`src/hw/crc_ctrl_pkg.sv`:
```
// Constants shared by the CRC control block and its stream buffer
package crc_ctrl_pkg;
    // ------------------------------------------------------------
    // Register offsets (byte addresses)
    // ------------------------------------------------------------
    localparam logic [3:0] CRC_CONTROL_OFS = 4'h0;
    localparam logic [3:0] CRC_STATUS_OFS  = 4'h4;

    // ------------------------------------------------------------
    // Control field positions
    // ------------------------------------------------------------
    localparam int BYTE_ORDER_LSB = 28;
    localparam int WRITE_REORDER  = 27;
    localparam int BIT_REFLECT    = 24;
    localparam int POLY_LEN_LSB   = 8;
    localparam int UNIT_ENABLE    = 7;
    localparam int APPEND_BIT     = 6;
    localparam int CRC_TYPE_BIT   = 5;
    localparam int CHANNEL_LSB    = 0;

    // Writable bits; everything else reads zero
    localparam logic [31:0] CONTROL_MASK  = 32'h3900_1fe7;
    localparam logic [31:0] CONTROL_RESET = 32'h0000_0000;

    // ------------------------------------------------------------
    // Status field positions
    // ------------------------------------------------------------
    localparam int STAT_COUNT_LSB = 0;
    localparam int STAT_LEVEL_LSB = 16;
    localparam int STAT_UNALIGNED = 31;
    localparam logic [15:0] COUNT_RESET = 16'h0000;

    // ------------------------------------------------------------
    // Byte order codes
    // ------------------------------------------------------------
    localparam logic [1:0] ORDER_KEEP      = 2'h0;
    localparam logic [1:0] ORDER_WORD_SWAP = 2'h1;
    localparam logic [1:0] ORDER_HALF_SWAP = 2'h2;
    localparam logic [1:0] ORDER_HALF_BYTE = 2'h3;

    localparam int FIFO_DEPTH = 16;
endpackage

```
`src/hw/dma_crc_control.sv`:
```
// CRC control register and data-path steering for a DMA channel stream
`timescale 1ns/100ps
module dma_crc_control
    import crc_ctrl_pkg::*;
#(
    parameter int DEPTH = FIFO_DEPTH
) (
    input  wire logic        clk,
    input  wire logic        rst,
    // Register port
    input  wire logic [3:0]  reg_addr,
    input  wire logic [31:0] reg_wdata,
    input  wire logic        reg_write,
    input  wire logic        reg_read,
    output logic      [31:0] reg_rdata,
    // Source stream from the DMA engine
    input  wire logic        src_valid,
    output logic             src_ready,
    input  wire logic [31:0] src_data,
    input  wire logic [2:0]  src_channel,
    input  wire logic        src_unaligned,
    // Destination stream
    output logic             dst_valid,
    input  wire logic        dst_ready,
    output logic      [31:0] dst_data,
    // Feed to the CRC engine, presented MSb first unless bit reflection is set
    output logic             crc_feed_valid,
    output logic      [31:0] crc_feed_data,
    output logic             crc_ip_mode,
    output logic      [4:0]  crc_poly_len,
    output logic             crc_append
);
    localparam int LW = $clog2(DEPTH) + 1;

    initial begin
        // The status word keeps at least one zero bit between level and flag
        if (DEPTH < 2 || DEPTH > 8192 || (1 << $clog2(DEPTH)) != DEPTH)
            $error("dma_crc_control: DEPTH must be a power of two from 2 to 8192");
    end

    // ------------------------------------------------------------
    // Helpers
    // ------------------------------------------------------------
    function automatic logic [31:0] reorder(input logic [31:0] d, input logic [1:0] sel);
        case (sel)
            ORDER_WORD_SWAP: reorder = {d[7:0], d[15:8], d[23:16], d[31:24]};
            ORDER_HALF_SWAP: reorder = {d[15:0], d[31:16]};
            ORDER_HALF_BYTE: reorder = {d[23:16], d[31:24], d[7:0], d[15:8]};
            default:         reorder = d;
        endcase
    endfunction

    function automatic logic [31:0] reflect(input logic [31:0] d);
        for (int i = 0; i < 32; i++)
            reflect[i] = d[31-i];
    endfunction

    // ------------------------------------------------------------
    // Control register fields
    // ------------------------------------------------------------
    logic [31:0] crc_control;
    logic [15:0] routed_count;
    logic        unaligned_err;
    logic [LW-1:0] fifo_level;

    wire [1:0] byte_order_sel    = crc_control[BYTE_ORDER_LSB+1:BYTE_ORDER_LSB];
    wire       write_reorder_sel = crc_control[WRITE_REORDER];
    wire       bit_reflect_sel   = crc_control[BIT_REFLECT];
    wire [4:0] poly_len_field    = crc_control[POLY_LEN_LSB+4:POLY_LEN_LSB];
    wire       crc_unit_enable   = crc_control[UNIT_ENABLE];
    wire       crc_append_sel    = crc_control[APPEND_BIT];
    wire       crc_type_sel      = crc_control[CRC_TYPE_BIT];
    wire [2:0] crc_channel_sel   = crc_control[CHANNEL_LSB+2:CHANNEL_LSB];

    // ------------------------------------------------------------
    // Register decode
    // ------------------------------------------------------------
    wire hit_control = (reg_addr == CRC_CONTROL_OFS);
    wire hit_status  = (reg_addr == CRC_STATUS_OFS);
    wire wr_control  = reg_write && hit_control;
    wire wr_status   = reg_write && hit_status;

    wire [31:0] masked_wdata = reg_wdata & CONTROL_MASK;
    // append held clear under write reorder
    wire        next_append  = masked_wdata[APPEND_BIT] && !masked_wdata[WRITE_REORDER];
    wire [31:0] next_control = {masked_wdata[31:APPEND_BIT+1], next_append,
                                masked_wdata[APPEND_BIT-1:0]};

    wire [31:0] status_word;
    assign status_word = {unaligned_err, {(15-LW){1'b0}}, fifo_level, routed_count};

    wire [31:0] read_mux = hit_control ? crc_control :
                           hit_status  ? status_word : 32'h0000_0000;

    // ------------------------------------------------------------
    // Data path steering
    // ------------------------------------------------------------
    logic fifo_in_ready;
    assign src_ready = fifo_in_ready;

    wire accept = src_valid && fifo_in_ready;
    wire routed = crc_unit_enable && (src_channel == crc_channel_sel);

    wire [31:0] ordered_data = reorder(src_data, byte_order_sel);
    // destination gets reordered data only under write reorder
    wire [31:0] dest_data    = (routed && write_reorder_sel) ? ordered_data : src_data;
    // reflection applies alike in both modes
    wire [31:0] feed_data    = bit_reflect_sel ? reflect(ordered_data) : ordered_data;
    wire        set_unaligned = accept && routed && write_reorder_sel && src_unaligned;

    assign crc_ip_mode  = crc_type_sel;
    // length ignored in IP header mode
    assign crc_poly_len = crc_type_sel ? 5'h00 : poly_len_field;
    assign crc_append   = crc_append_sel;

    // ------------------------------------------------------------
    // Registers
    // ------------------------------------------------------------
    always_ff @(posedge clk) begin
        if (rst)
            crc_control <= CONTROL_RESET;
        else if (wr_control)
            crc_control <= next_control;
    end

    always_ff @(posedge clk) begin
        if (rst) begin
            reg_rdata     <= 32'h0000_0000;
            routed_count  <= COUNT_RESET;
            unaligned_err <= 1'b0;
        end else begin
            reg_rdata <= reg_read ? read_mux : 32'h0000_0000;
            if (accept && routed)
                routed_count <= routed_count + 16'h0001;
            // flag misuse; a new event beats the clear
            if (set_unaligned)
                unaligned_err <= 1'b1;
            else if (wr_status && reg_wdata[STAT_UNALIGNED])
                unaligned_err <= 1'b0;
        end
    end

    always_ff @(posedge clk) begin
        if (rst) begin
            crc_feed_valid <= 1'b0;
            crc_feed_data  <= 32'h0000_0000;
        end else begin
            crc_feed_valid <= accept && routed;
            if (accept && routed)
                crc_feed_data <= feed_data;
        end
    end

    crc_stream_fifo #(
        .WIDTH (32),
        .DEPTH (DEPTH)
    ) u_fifo (
        .clk       (clk),
        .rst       (rst),
        .in_valid  (src_valid),
        .in_ready  (fifo_in_ready),
        .in_data   (dest_data),
        .out_valid (dst_valid),
        .out_ready (dst_ready),
        .out_data  (dst_data),
        .level     (fifo_level)
    );

    // ------------------------------------------------------------
    // Assertions
    // ------------------------------------------------------------
    property p_feed_word_swap;
        @(posedge clk) disable iff (rst)
        (accept && routed && byte_order_sel == ORDER_WORD_SWAP && !bit_reflect_sel)
        |=> crc_feed_valid && crc_feed_data == {$past(src_data[7:0]), $past(src_data[15:8]),
                                                $past(src_data[23:16]), $past(src_data[31:24])};
    endproperty
    a_feed_word_swap: assert property (p_feed_word_swap)
        else $error("word byte swap wrong on crc feed");

    property p_feed_half_swap;
        @(posedge clk) disable iff (rst)
        (accept && routed && byte_order_sel == ORDER_HALF_SWAP && !bit_reflect_sel)
        |=> crc_feed_data[31:16] == $past(src_data[15:0])
            && crc_feed_data[15:0] == $past(src_data[31:16]);
    endproperty
    a_feed_half_swap: assert property (p_feed_half_swap)
        else $error("half-word swap wrong on crc feed");

    property p_dest_plain;
        @(posedge clk) disable iff (rst)
        (src_valid && !(routed && write_reorder_sel)) |-> (dest_data == src_data);
    endproperty
    a_dest_plain: assert property (p_dest_plain)
        else $error("destination data altered without write reorder");

    property p_reflect_ip;
        @(posedge clk) disable iff (rst)
        (accept && routed && crc_type_sel && bit_reflect_sel && byte_order_sel == ORDER_KEEP)
        |=> crc_feed_data[31] == $past(src_data[0]) && crc_feed_data[0] == $past(src_data[31]);
    endproperty
    a_reflect_ip: assert property (p_reflect_ip)
        else $error("ip mode reflection wrong");

    property p_plain_lfsr;
        @(posedge clk) disable iff (rst)
        (accept && routed && !crc_type_sel && !bit_reflect_sel && byte_order_sel == ORDER_KEEP)
        |=> crc_feed_data == $past(src_data);
    endproperty
    a_plain_lfsr: assert property (p_plain_lfsr)
        else $error("lfsr msb-first feed altered");

    property p_mode_out;
        @(posedge clk) disable iff (rst)
        wr_control |=> crc_ip_mode == $past(reg_wdata[CRC_TYPE_BIT]);
    endproperty
    a_mode_out: assert property (p_mode_out)
        else $error("crc type not applied");

    property p_poly_ignored;
        @(posedge clk) disable iff (rst)
        crc_ip_mode |-> crc_poly_len == 5'h00;
    endproperty
    a_poly_ignored: assert property (p_poly_ignored)
        else $error("poly length visible in ip mode");

    property p_disabled;
        @(posedge clk) disable iff (rst)
        !crc_unit_enable |=> !crc_feed_valid;
    endproperty
    a_disabled: assert property (p_disabled)
        else $error("feed while unit disabled");

    property p_no_append;
        @(posedge clk) disable iff (rst)
        write_reorder_sel |-> !crc_append;
    endproperty
    a_no_append: assert property (p_no_append)
        else $error("append set under write reorder");

    property p_reserved_zero;
        @(posedge clk) disable iff (rst)
        (reg_read && hit_control) |=> reg_rdata[23:13] == 11'h000 && reg_rdata[31:30] == 2'h0;
    endproperty
    a_reserved_zero: assert property (p_reserved_zero)
        else $error("unimplemented control bits read non-zero");

    property p_channel;
        @(posedge clk) disable iff (rst)
        crc_feed_valid |-> $past(src_channel) == $past(crc_channel_sel);
    endproperty
    a_channel: assert property (p_channel)
        else $error("feed from unselected channel");

    property p_reset_zero;
        @(posedge clk) disable iff (rst)
        $past(rst) |-> crc_control == 32'h0000_0000 && !crc_feed_valid;
    endproperty
    a_reset_zero: assert property (p_reset_zero)
        else $error("control not zero after reset");

    property p_dest_reorder;
        @(posedge clk) disable iff (rst)
        (accept && routed && write_reorder_sel && byte_order_sel == ORDER_HALF_SWAP)
        |-> dest_data == {src_data[15:0], src_data[31:16]};
    endproperty
    a_dest_reorder: assert property (p_dest_reorder)
        else $error("destination half-words not swapped under write reorder");

    property p_unaligned_flag;
        @(posedge clk) disable iff (rst)
        set_unaligned |=> unaligned_err;
    endproperty
    a_unaligned_flag: assert property (p_unaligned_flag)
        else $error("unaligned word under write reorder not flagged");

    // Read data stand only in the cycle after each cycle of reg_read, so stale words never leak out
    property p_rdata_idle;
        @(posedge clk) disable iff (rst)
        !reg_read |=> reg_rdata == 32'h0000_0000;
    endproperty
    a_rdata_idle: assert property (p_rdata_idle)
        else $error("read data present without a read");

    c_routed:    cover property (@(posedge clk) disable iff (rst) accept && routed);
    c_reorder:   cover property (@(posedge clk) disable iff (rst)
                                 accept && routed && write_reorder_sel);
    c_fifo_full: cover property (@(posedge clk) disable iff (rst) src_valid && !src_ready);
    c_unaligned: cover property (@(posedge clk) disable iff (rst) set_unaligned);
    c_ip_reflect: cover property (@(posedge clk) disable iff (rst)
                                  accept && routed && crc_type_sel && bit_reflect_sel);
endmodule // dma_crc_control

```
`src/hw/crc_stream_fifo.sv`:
```
// Stream buffer with registered read data between CRC control and destination
`timescale 1ns/100ps
module crc_stream_fifo
    import crc_ctrl_pkg::*;
#(
    parameter int WIDTH = 32,
    parameter int DEPTH = FIFO_DEPTH
) (
    input  wire logic                     clk,
    input  wire logic                     rst,
    input  wire logic                     in_valid,
    output logic                          in_ready,
    input  wire logic [WIDTH-1:0]         in_data,
    output logic                          out_valid,
    input  wire logic                     out_ready,
    output logic      [WIDTH-1:0]         out_data,
    output logic      [$clog2(DEPTH):0]   level
);
    localparam int AW = $clog2(DEPTH);

    initial begin
        if (DEPTH < 2 || (1 << AW) != DEPTH || WIDTH < 1)
            $error("crc_stream_fifo: DEPTH must be a power of two >= 2");
    end

    logic [WIDTH-1:0] mem [DEPTH];
    logic [AW-1:0]    wr_ptr;
    logic [AW-1:0]    rd_ptr;
    logic [AW:0]      count;

    wire push = in_valid && in_ready;
    wire pop  = (count != '0) && (!out_valid || out_ready);

    assign in_ready = (count != DEPTH[AW:0]);
    assign level    = count;

    always_ff @(posedge clk) begin
        if (push)
            mem[wr_ptr] <= in_data;
    end

    always_ff @(posedge clk) begin
        if (rst) begin
            wr_ptr    <= '0;
            rd_ptr    <= '0;
            count     <= '0;
            out_valid <= 1'b0;
            out_data  <= '0;
        end else begin
            if (push)
                wr_ptr <= wr_ptr + 1'b1;
            if (pop) begin
                rd_ptr   <= rd_ptr + 1'b1;
                out_data <= mem[rd_ptr];
            end
            if (pop)
                out_valid <= 1'b1;
            else if (out_ready)
                out_valid <= 1'b0;
            count <= count + {{AW{1'b0}}, push} - {{AW{1'b0}}, pop};
        end
    end
endmodule // crc_stream_fifo

```
`config.mk`:
```
export PLATFORM = sky130hd
export DESIGN_NAME = dma_crc_control
export DESIGN_NICKNAME = d
export VERILOG_FILES = /design/src/hw/crc_ctrl_pkg.sv /design/src/hw/dma_crc_control.sv /design/src/hw/crc_stream_fifo.sv
export SDC_FILE = /design/constraint.sdc
export NUM_CORES = 1
export LEC_CHECK = 0
export BUFFER_PORTS_ARGS = -buffer_cell sky130_fd_sc_hd__buf_2
export CAP_MARGIN = 20
export CORE_MARGIN = 4
export CORE_UTILIZATION = 54
export DETAILED_ROUTE_END_ITERATION = 10
export PLACE_DENSITY = 0.75
export SLEW_MARGIN = 20
export SYNTH_ARGS = -nofsm -noshare
export SYNTH_HDL_FRONTEND = slang
export SYNTH_HIERARCHICAL = 1
export SYNTH_SLANG_ARGS = --single-unit
```
`constraint.sdc`:
```
create_clock -name clk -period 3.9 [get_ports clk]
set_input_delay 0.585 -clock clk [delete_from_list [all_inputs] [get_ports clk]]
set_output_delay 0.585 -clock clk [all_outputs]
set_load 0.02 [all_outputs]
```
==> results of run 1 <==
==> worst max-delay path: stages (launching register included) <==
cell                       delay [ns]
sky130_fd_sc_hd__dfxtp_1         0.33
sky130_fd_sc_hd__inv_1           0.09
sky130_fd_sc_hd__ha_1            0.16
sky130_fd_sc_hd__or4b_4          0.53
sky130_fd_sc_hd__and2_1          0.25
sky130_fd_sc_hd__ha_1            0.30
sky130_fd_sc_hd__inv_1           0.05
sky130_fd_sc_hd__ha_1            0.15
sky130_fd_sc_hd__inv_1           0.06
sky130_fd_sc_hd__fa_1            0.40
sky130_fd_sc_hd__nor2b_1         0.16
sky130_fd_sc_hd__o21bai_1        0.10
sky130_fd_sc_hd__a21oi_1         0.16
sky130_fd_sc_hd__nor3b_1         0.06
==> cell usage after synthesis (25+ instances only) <==
cell type	count
sky130_fd_sc_hd__o21ai_1	32
sky130_fd_sc_hd__buf_2	25
sky130_fd_sc_hd__o21ai_0	46
sky130_fd_sc_hd__o22ai_1	32
sky130_fd_sc_hd__nor3_1	40
sky130_fd_sc_hd__a211oi_1	32
sky130_fd_sc_hd__mux2_4	28
sky130_fd_sc_hd__mux2i_1	98
sky130_fd_sc_hd__clkbuf_1	56
sky130_fd_sc_hd__edfxtp_1	512
sky130_fd_sc_hd__a22oi_2	28
sky130_fd_sc_hd__nand2_1	56
sky130_fd_sc_hd__mux4_2	124
sky130_fd_sc_hd__dfxtp_1	137
sky130_fd_sc_hd__a21oi_1	34
sky130_fd_sc_hd__nor2_1	156
==> power groups by stage <==
stage	clock network (mW)	logic [mW]	registers (mW)
global route	6.79	4.16	8.28
finish	6.37	3.86	8.23
CTS	6.47	3.92	8.25
detailed placement	0	3.87	8.38
floorplan	0	2.89	8.36
global placement	0	3.78	8.36
==> path summary, 6_finish.rpt <==
kind	from	endpoint	slack (ns)	cells after the start
max	u_fifo/level[3]$_SDFF_PP0_	u_fifo/level[4]$_SDFF_PP0_	0.99	13
min	reg_wdata[0]	crc_control[0]$_SDFFE_PP0P_	0.24	3
max reg2reg	u_fifo/level[3]$_SDFF_PP0_	u_fifo/level[4]$_SDFF_PP0_	0.99	13
min reg2reg	u_fifo/out_data[5]$_SDFFE_PP0P_	u_fifo/out_data[5]$_SDFFE_PP0P_	0.48	2
==> kinds of logic (layout without fill, tap and decap cells) <==
| group | after synthesis | after routing | synth area share, % |
|---|---|---|---|
| DFF | 649 | 649 | 68.4 |
| adders and majority gates | 13 | 13 | 0.643 |
| buffers and inverters | 127 | 362 | 2.46 |
| other | 1 | 6 | 0.0142 |
| and+or+nand+nor | 333 | 333 | 5.84 |
| xor gates and xnor gates | 12 | 12 | 0.397 |
| AOI/OAI and AO/OA | 220 | 220 | 5.56 |
| muxes | 264 | 264 | 16.7 |
==> sequential cells by signal (all words and copies together) (netlist names) <==
signal            count
u_fifo/mem          512
u_fifo/out_data      32
reg_rdata            26
crc_feed_data        32
crc_feed_valid        1
u_fifo/rd_ptr         4
u_fifo/out_valid      1
u_fifo/level          5
u_fifo/wr_ptr         4
crc_control          15
routed_count         16
unaligned_err         1
==> metrics by stage <==
step / worst slack (ns) / utilization (%) / instances / total power, mW / hold WS, ns
after floorplan: 0.0981 / - / 1624 / 11.3 / 0.446
final: 0.989 / 63.4 / 2515 / 18.5 / 0.235
after global routing: 0.786 / 63.4 / 2515 / 19.2 / 0.238
after global placement: 0.946 / 58.8 / 2395 / 12.1 / 0.464
after CTS: 0.996 / 63.4 / 2515 / 18.6 / 0.205
after detailed placement: 0.949 / 58.8 / 2395 / 12.3 / 0.469
==> metal layers <==
layer / track usage (%) / part of all wire [%] / up-vias
li1: - / - / 6699
met1: 32.8 / 39 / 7756
met2: 39.3 / 49 / 732
met3: 5.02 / 9.5 / 116
met4: 7.28 / 2.6 / 2
met5: 0 / 0.017 / -
==> area by class of cell <==
type / instances / area share, %
inverter: 13 / 0.160
clock inverter: 22 / 0.673
timing repair buffer: 229 / 4.68
clock buffer: 98 / 6.56
multi-input combinational: 848 / 25.8
sequential: 649 / 59.4
tap: 656 / 2.69
==> qor.tcl, run 1 <==
set qor(status) {finished clean}
set qor(antenna_found_initial) 4
set qor(insertion_delay_ns) 0.59
set qor(asr_flop_ratio_synth_pct) 0
set qor(routed_wl_um) 63200
set qor(first_iter_violations) 1712
set qor(postSynthCellCount) 1619
set qor(combPwrFrac_pct) 20.9
set qor(dpl.hpwl_um) 35800
set qor(synth-main-ff-cell) {sky130_fd_sc_hd__edfxtp_1}
set qor(share_clk_of_total_power_pct) 34.5
set qor(placement_rows) 80
set qor(gpl.final_weighted_congestion) 0.909
set qor(dpl-instance-area_um2) 28300
set qor(final_common_cell) {sky130_fd_sc_hd__edfxtp_1}
set qor(drt_drc_violations_left) 0
set qor(p_sw_share_pct) 26.5
set qor(total_leakage_power_nw) 10.3
set qor(final_net_count) 1898
set qor(synth.area.top_cells) {sky130_fd_sc_hd__edfxtp_1, sky130_fd_sc_hd__mux4_2, sky130_fd_sc_hd__dfxtp_1}
set qor(synth.yosys.warnings) 6
set qor(cts.sinks) 649
set qor(data_arrival_time_of_the_critical_path_ns) 3.35
set qor(hold_path.class) {in -> reg}
set qor(synth_seq_cells) 649
set qor(timing.slew.headroom_pct) 37.8
set qor(final_number_of_hold_violating_endpoints) 0
set qor(grt_setup_unrepaired) {false}
set qor(crit_path_max_fanout) 6
set qor(count_of_flip_flops_with_a_built_in_enable_after_synthesis) 512
set qor(pin_count) 184
set qor(fraction_of_the_cycle_the_final_worst_path_needs_pct) 74.6
set qor(cts_max_level) 3
set qor(syn-mean-instance-area_um2) 16.4
set qor(layout-drive-gt1-share_pct) 29.2
set qor(design.die.area_um2) 52600
set qor(worst_pin_slew_ns) 0.927
set qor(number_of_global_route_vias_before_repair) 15711
set qor(io_buffer_count) 161
set qor(cts.clk_slew.worst_paths_ns) 0.06
set qor(maxCapViolations) 0
set qor(power.share.sequential_pct) 44.6
set qor(post-synth-top-area-fraction_pct) 58.1
set qor(grt_util_all_layers_pct) 24.0
set qor(nFillCells) 3355
set qor(synth_cell_type_count) 55
set qor(multiInputGateArea_um2) 7880
set qor(die-height_um) 229
set qor(overflow) 0
set qor(post_cts.repair.setup_buffers) 0
set qor(mostFrequentLayoutCells) {sky130_fd_sc_hd__edfxtp_1, sky130_fd_sc_hd__buf_2, sky130_fd_sc_hd__nor2_1, sky130_fd_sc_hd__dfxtp_1, sky130_fd_sc_hd__mux4_2}
set qor(seq_area_frac_synth_pct) 68.4
set qor(number_of_diodes) 0
set qor(layout.area.seq_um2) 18100
set qor(synthesis.area_um2) 26500
set qor(final_max_slew_viol_count) 0
set qor(worstPathRequired_ns) 4.34
set qor(detailroute.via_count) 15305
set qor(areaGrowthSynthToFinish_pct) 15.2
set qor(cts_root_buffer) {sky130_fd_sc_hd__clkbuf_16}
set qor(max_freq_mhz) 343
set qor(finalSetupViolCount) 0
set qor(die_w_um) 229
set qor(setup.worst_path.end_class) {flip-flop}
set qor(irDropWorstVdd_mv) 0.380
set qor(number_of_gates_resized_after_cts) 0
set qor(via_per_inst) 6.09
set qor(power_per_cell_area_nw_per_um2) 605
set qor(critPathKind) {reg -> reg}
set qor(fin_skew_ns) 0.0219
set qor(wl_per_cell_um) 25.1
set qor(layout.cell_area.non_filler_um2) 30500
set qor(cts_inserted_buffers) 66
set qor(synth_largest_area_cell) {sky130_fd_sc_hd__edfxtp_1}
set qor(cts-hold-fix-buffers) 0
set qor(final_worst_path_period_need_ns) 2.91
set qor(drt-pass1-iter-count) 5
set qor(internal_power_mw) 13.6
set qor(switching_power_mw) 4.88
set qor(grt_max_degree) 68
set qor(ant_nets) 0
set qor(design.core.area_um2) 48100
set qor(setup-tns-final_ns) 0
set qor(cts_tree) {yes}
set qor(critical_path.startpoint_type) {flip-flop}
set qor(ctsLongestPathBuffers) 3
set qor(floorplan.initialDensity_pct) 55.0
set qor(global_route_wire_length_before_repair_um) 96100
Note: power is estimated with default switching activity, not from simulation.
==> inputs of run 2 (changes only) <==
--- a/config.mk
+++ b/config.mk
@@ -5,12 +5,13 @@
 export SDC_FILE = /design/constraint.sdc
 export NUM_CORES = 1
 export LEC_CHECK = 0
+export ABC_AREA = 1
 export BUFFER_PORTS_ARGS = -buffer_cell sky130_fd_sc_hd__buf_2
 export CAP_MARGIN = 20
 export CORE_MARGIN = 4
-export CORE_UTILIZATION = 54
+export CORE_UTILIZATION = 60
 export DETAILED_ROUTE_END_ITERATION = 10
-export PLACE_DENSITY = 0.75
+export PLACE_DENSITY = 0.79
 export SLEW_MARGIN = 20
 export SYNTH_ARGS = -nofsm -noshare
 export SYNTH_HDL_FRONTEND = slang
==> constraint.sdc (replaced) <==
create_clock -name clk -period 2.9 [get_ports clk]
set_input_delay 0.435 -clock clk [delete_from_list [all_inputs] [get_ports clk]]
set_output_delay 0.435 -clock clk [all_outputs]
set_load 0.02 [all_outputs]
==> qor.tcl, run 2 <==
set qor(status) {finished clean}
set qor(number_of_gates_resized_after_cts) 0
set qor(floorplan.initialDensity_pct) 60.8
set qor(placement_rows) 80
set qor(final_max_slew_viol_count) 0
set qor(cts-hold-fix-buffers) 0
set qor(worst_path_largest_cell_delay_ns) 0.43
set qor(fin_skew_ns) 0.0206
set qor(grt_max_degree) 88
set qor(timing.slew.headroom_pct) 33.2
set qor(maxCapViolations) 0
set qor(overflow) 0
set qor(fraction_of_the_core_area_covered_by_cells_at_the_end_of_the_flow_pct) 69.1
set qor(data_arrival_time_of_the_critical_path_ns) 3.22
set qor(routed_wl_um) 78500
set qor(ant_nets) 0
set qor(critPathKind) {reg -> reg}
set qor(wl_per_cell_um) 19.5
set qor(layout.cells.non_filler) 4027
set qor(dpl-instance-area_um2) 30800
set qor(holdWs_ns) 0.0924
set qor(antenna_found_initial) 2
set qor(post-synth-top-area-fraction_pct) 52.8
set qor(ctsLongestPathBuffers) 3
set qor(power_per_cell_area_nw_per_um2) 801
set qor(layout-drive-gt1-share_pct) 11.3
set qor(crit_path_max_fanout) 5
set qor(synth_largest_area_cell) {sky130_fd_sc_hd__edfxtp_1}
set qor(max_freq_mhz) 375
set qor(cts.sinks) 649
set qor(syn-mean-instance-area_um2) 9.06
set qor(registers.top_by_ff_count) {u_fifo/mem}
set qor(drt-pass1-iter-count) 6
set qor(finalSetupViolCount) 0
set qor(worstPathRequired_ns) 3.46
set qor(via_per_inst) 5.67
set qor(pre_cts_ws_ns) 0.272
set qor(synth_commonest_cells) {sky130_fd_sc_hd__nand2_1, sky130_fd_sc_hd__edfxtp_1, sky130_fd_sc_hd__nand3_1}
set qor(dpl.hpwl_um) 45000
set qor(synth_cell_type_count) 33
set qor(insertion_delay_ns) 0.64
set qor(synth_seq_cells) 649
set qor(synth.area.top_cells) {sky130_fd_sc_hd__edfxtp_1, sky130_fd_sc_hd__nand2_1, sky130_fd_sc_hd__dfxtp_1}
set qor(total_power_mw) 26.5
set qor(cts_inserted_buffers) 61
set qor(regToRegSetupSlack_ns) 0.24
set qor(detailroute.via_count) 22821
set qor(cts_tree) {yes}
set qor(number_of_diodes) 0
set qor(fraction_of_the_cycle_the_final_worst_path_needs_pct) 91.8
set qor(crit_buf_inv) 3
set qor(io_buffer_count) 161
set qor(design.core.area_um2) 47800
set qor(final_number_of_hold_violating_endpoints) 0
set qor(layout.area.seq_um2) 18100
set qor(design.die.area_um2) 52100
set qor(post_cts.repair.setup_buffers) 0
set qor(gpl.final_weighted_congestion) 0.884
set qor(worst_path_max_delay_cell) {sky130_fd_sc_hd__fa_1}
set qor(postSynthCellCount) 3213
set qor(first_iter_violations) 2797
set qor(critical-path-top-delay-family) {adder cells}
set qor(setup-tns-final_ns) 0
set qor(final_worst_path_period_need_ns) 2.66
set qor(areaGrowthSynthToFinish_pct) 13.7
set qor(number_of_global_route_vias_before_repair) 22450
set qor(pin_count) 184
set qor(synthesis.area_um2) 29100
set qor(count_of_flip_flops_with_a_built_in_enable_after_synthesis) 512
set qor(synth.yosys.warnings) 6
set qor(final_net_count) 3451
set qor(biggestRegsByFlops) {u_fifo/mem: 512 flops, crc_feed_data: 32 flops, u_fifo/out_data: 32 flops}
set qor(drt_drc_violations_left) 0
set qor(mostFrequentLayoutCells) {sky130_fd_sc_hd__nand2_1, sky130_fd_sc_hd__edfxtp_1, sky130_fd_sc_hd__nand3_1, sky130_fd_sc_hd__inv_1, sky130_fd_sc_hd__nor2_1}
set qor(crit_path_cell_trace) {inv_1 > ha_1 > nand4_1 > nand2_1 > ha_1 > inv_1 > ha_1 > inv_1 > fa_1 > o31ai_1 > o21ai_0 > a21oi_1}
set qor(die_w_um) 228
set qor(die-height_um) 228
set qor(multiInputGateArea_um2) 8530
set qor(cts_root_buffer) {sky130_fd_sc_hd__clkbuf_16}
set qor(cts.clk_slew.worst_paths_ns) 0.07
set qor(inst_count_dp) 3912
set qor(largest_register_ff_count) 512
set qor(critical_path.startpoint_type) {flip-flop}
set qor(hold_path.class) {in -> reg}
set qor(irDropWorstVdd_mv) 0.695
set qor(worst_pin_slew_ns) 1.00
set qor(final_common_cell) {sky130_fd_sc_hd__nand2_1}
set qor(nFillCells) 3400
set qor(setup.worst_path.end_class) {flip-flop}
set qor(total_leakage_power_nw) 14.5
set qor(asr_flop_ratio_synth_pct) 0
set qor(grt_setup_unrepaired) {false}
set qor(grt_util_all_layers_pct) 29.4
set qor(seq_area_frac_synth_pct) 62.3
set qor(global_route_wire_length_before_repair_um) 121000
set qor(count_leader_synth) {sky130_fd_sc_hd__nand2_1}
set qor(setup_ws_ns) 0.236
set qor(synth-main-ff-cell) {sky130_fd_sc_hd__edfxtp_1}
set qor(layout.cell_area.non_filler_um2) 33100
set qor(cts_max_level) 2
run 2: routing by layer:
layer	share of wire, %	global-route usage [%]	routed length (µm)
met1	37	37.6	29200
met2	49	50.1	38400
met3	10	5.49	7940
met4	3.6	11.6	2840
met5	0.017	0	13
run 2: cells by family (layout without fill, tap and decap cells):
kind of cell | count (synthesis) | count (layout) | synth area share [%]
and+or+nand+nor | 1829 | 1829 | 25.7
AOI/OAI and AO/OA | 121 | 121 | 2.15
other | 1 | 6 | 0.0129
xor gates and xnor gates | 11 | 11 | 0.331
DFF | 649 | 649 | 62.3
adders and majority gates | 13 | 13 | 0.585
buffers and inverters | 589 | 783 | 8.92
run 2: report_power, final:
part	leakage, nW	switching [mW]	total, mW	internal (mW)
Combinational	7.63	4.80	6.78	1.99
Sequential	5.74	0.257	10.8	10.5
Clock	1.11	3.47	8.94	5.46
run 2: path summary, 6_finish.rpt:
kind	startpoint	end	depth (start not counted)
max	u_fifo/level[2]$_SDFF_PP0_	u_fifo/level[4]$_SDFF_PP0_	12
min	reg_wdata[5]	crc_control[5]$_SDFFE_PP0P_	3
max reg2reg	u_fifo/level[2]$_SDFF_PP0_	u_fifo/level[4]$_SDFF_PP0_	12
min reg2reg	unaligned_err$_SDFFE_PP0P_	reg_rdata[31]$_SDFF_PP0_	2
run 2: worst reg2reg max path: cells and delay by family (launching register included):
family	cells	cell delay, ns
buf+inv	3	0.21
compound gates	3	0.59
simple gates	2	0.32
fa+ha+maj	4	1.14
flops	1	0.36
run 2: final cells by class:
type                       instances  area share, %
sequential                       649           54.8
multi-input combinational       1980           25.8
clock buffer                      84           5.41
timing repair buffer             249           5.38
inverter                         419           4.79
tap                              615           2.33
clock inverter                    31           1.50
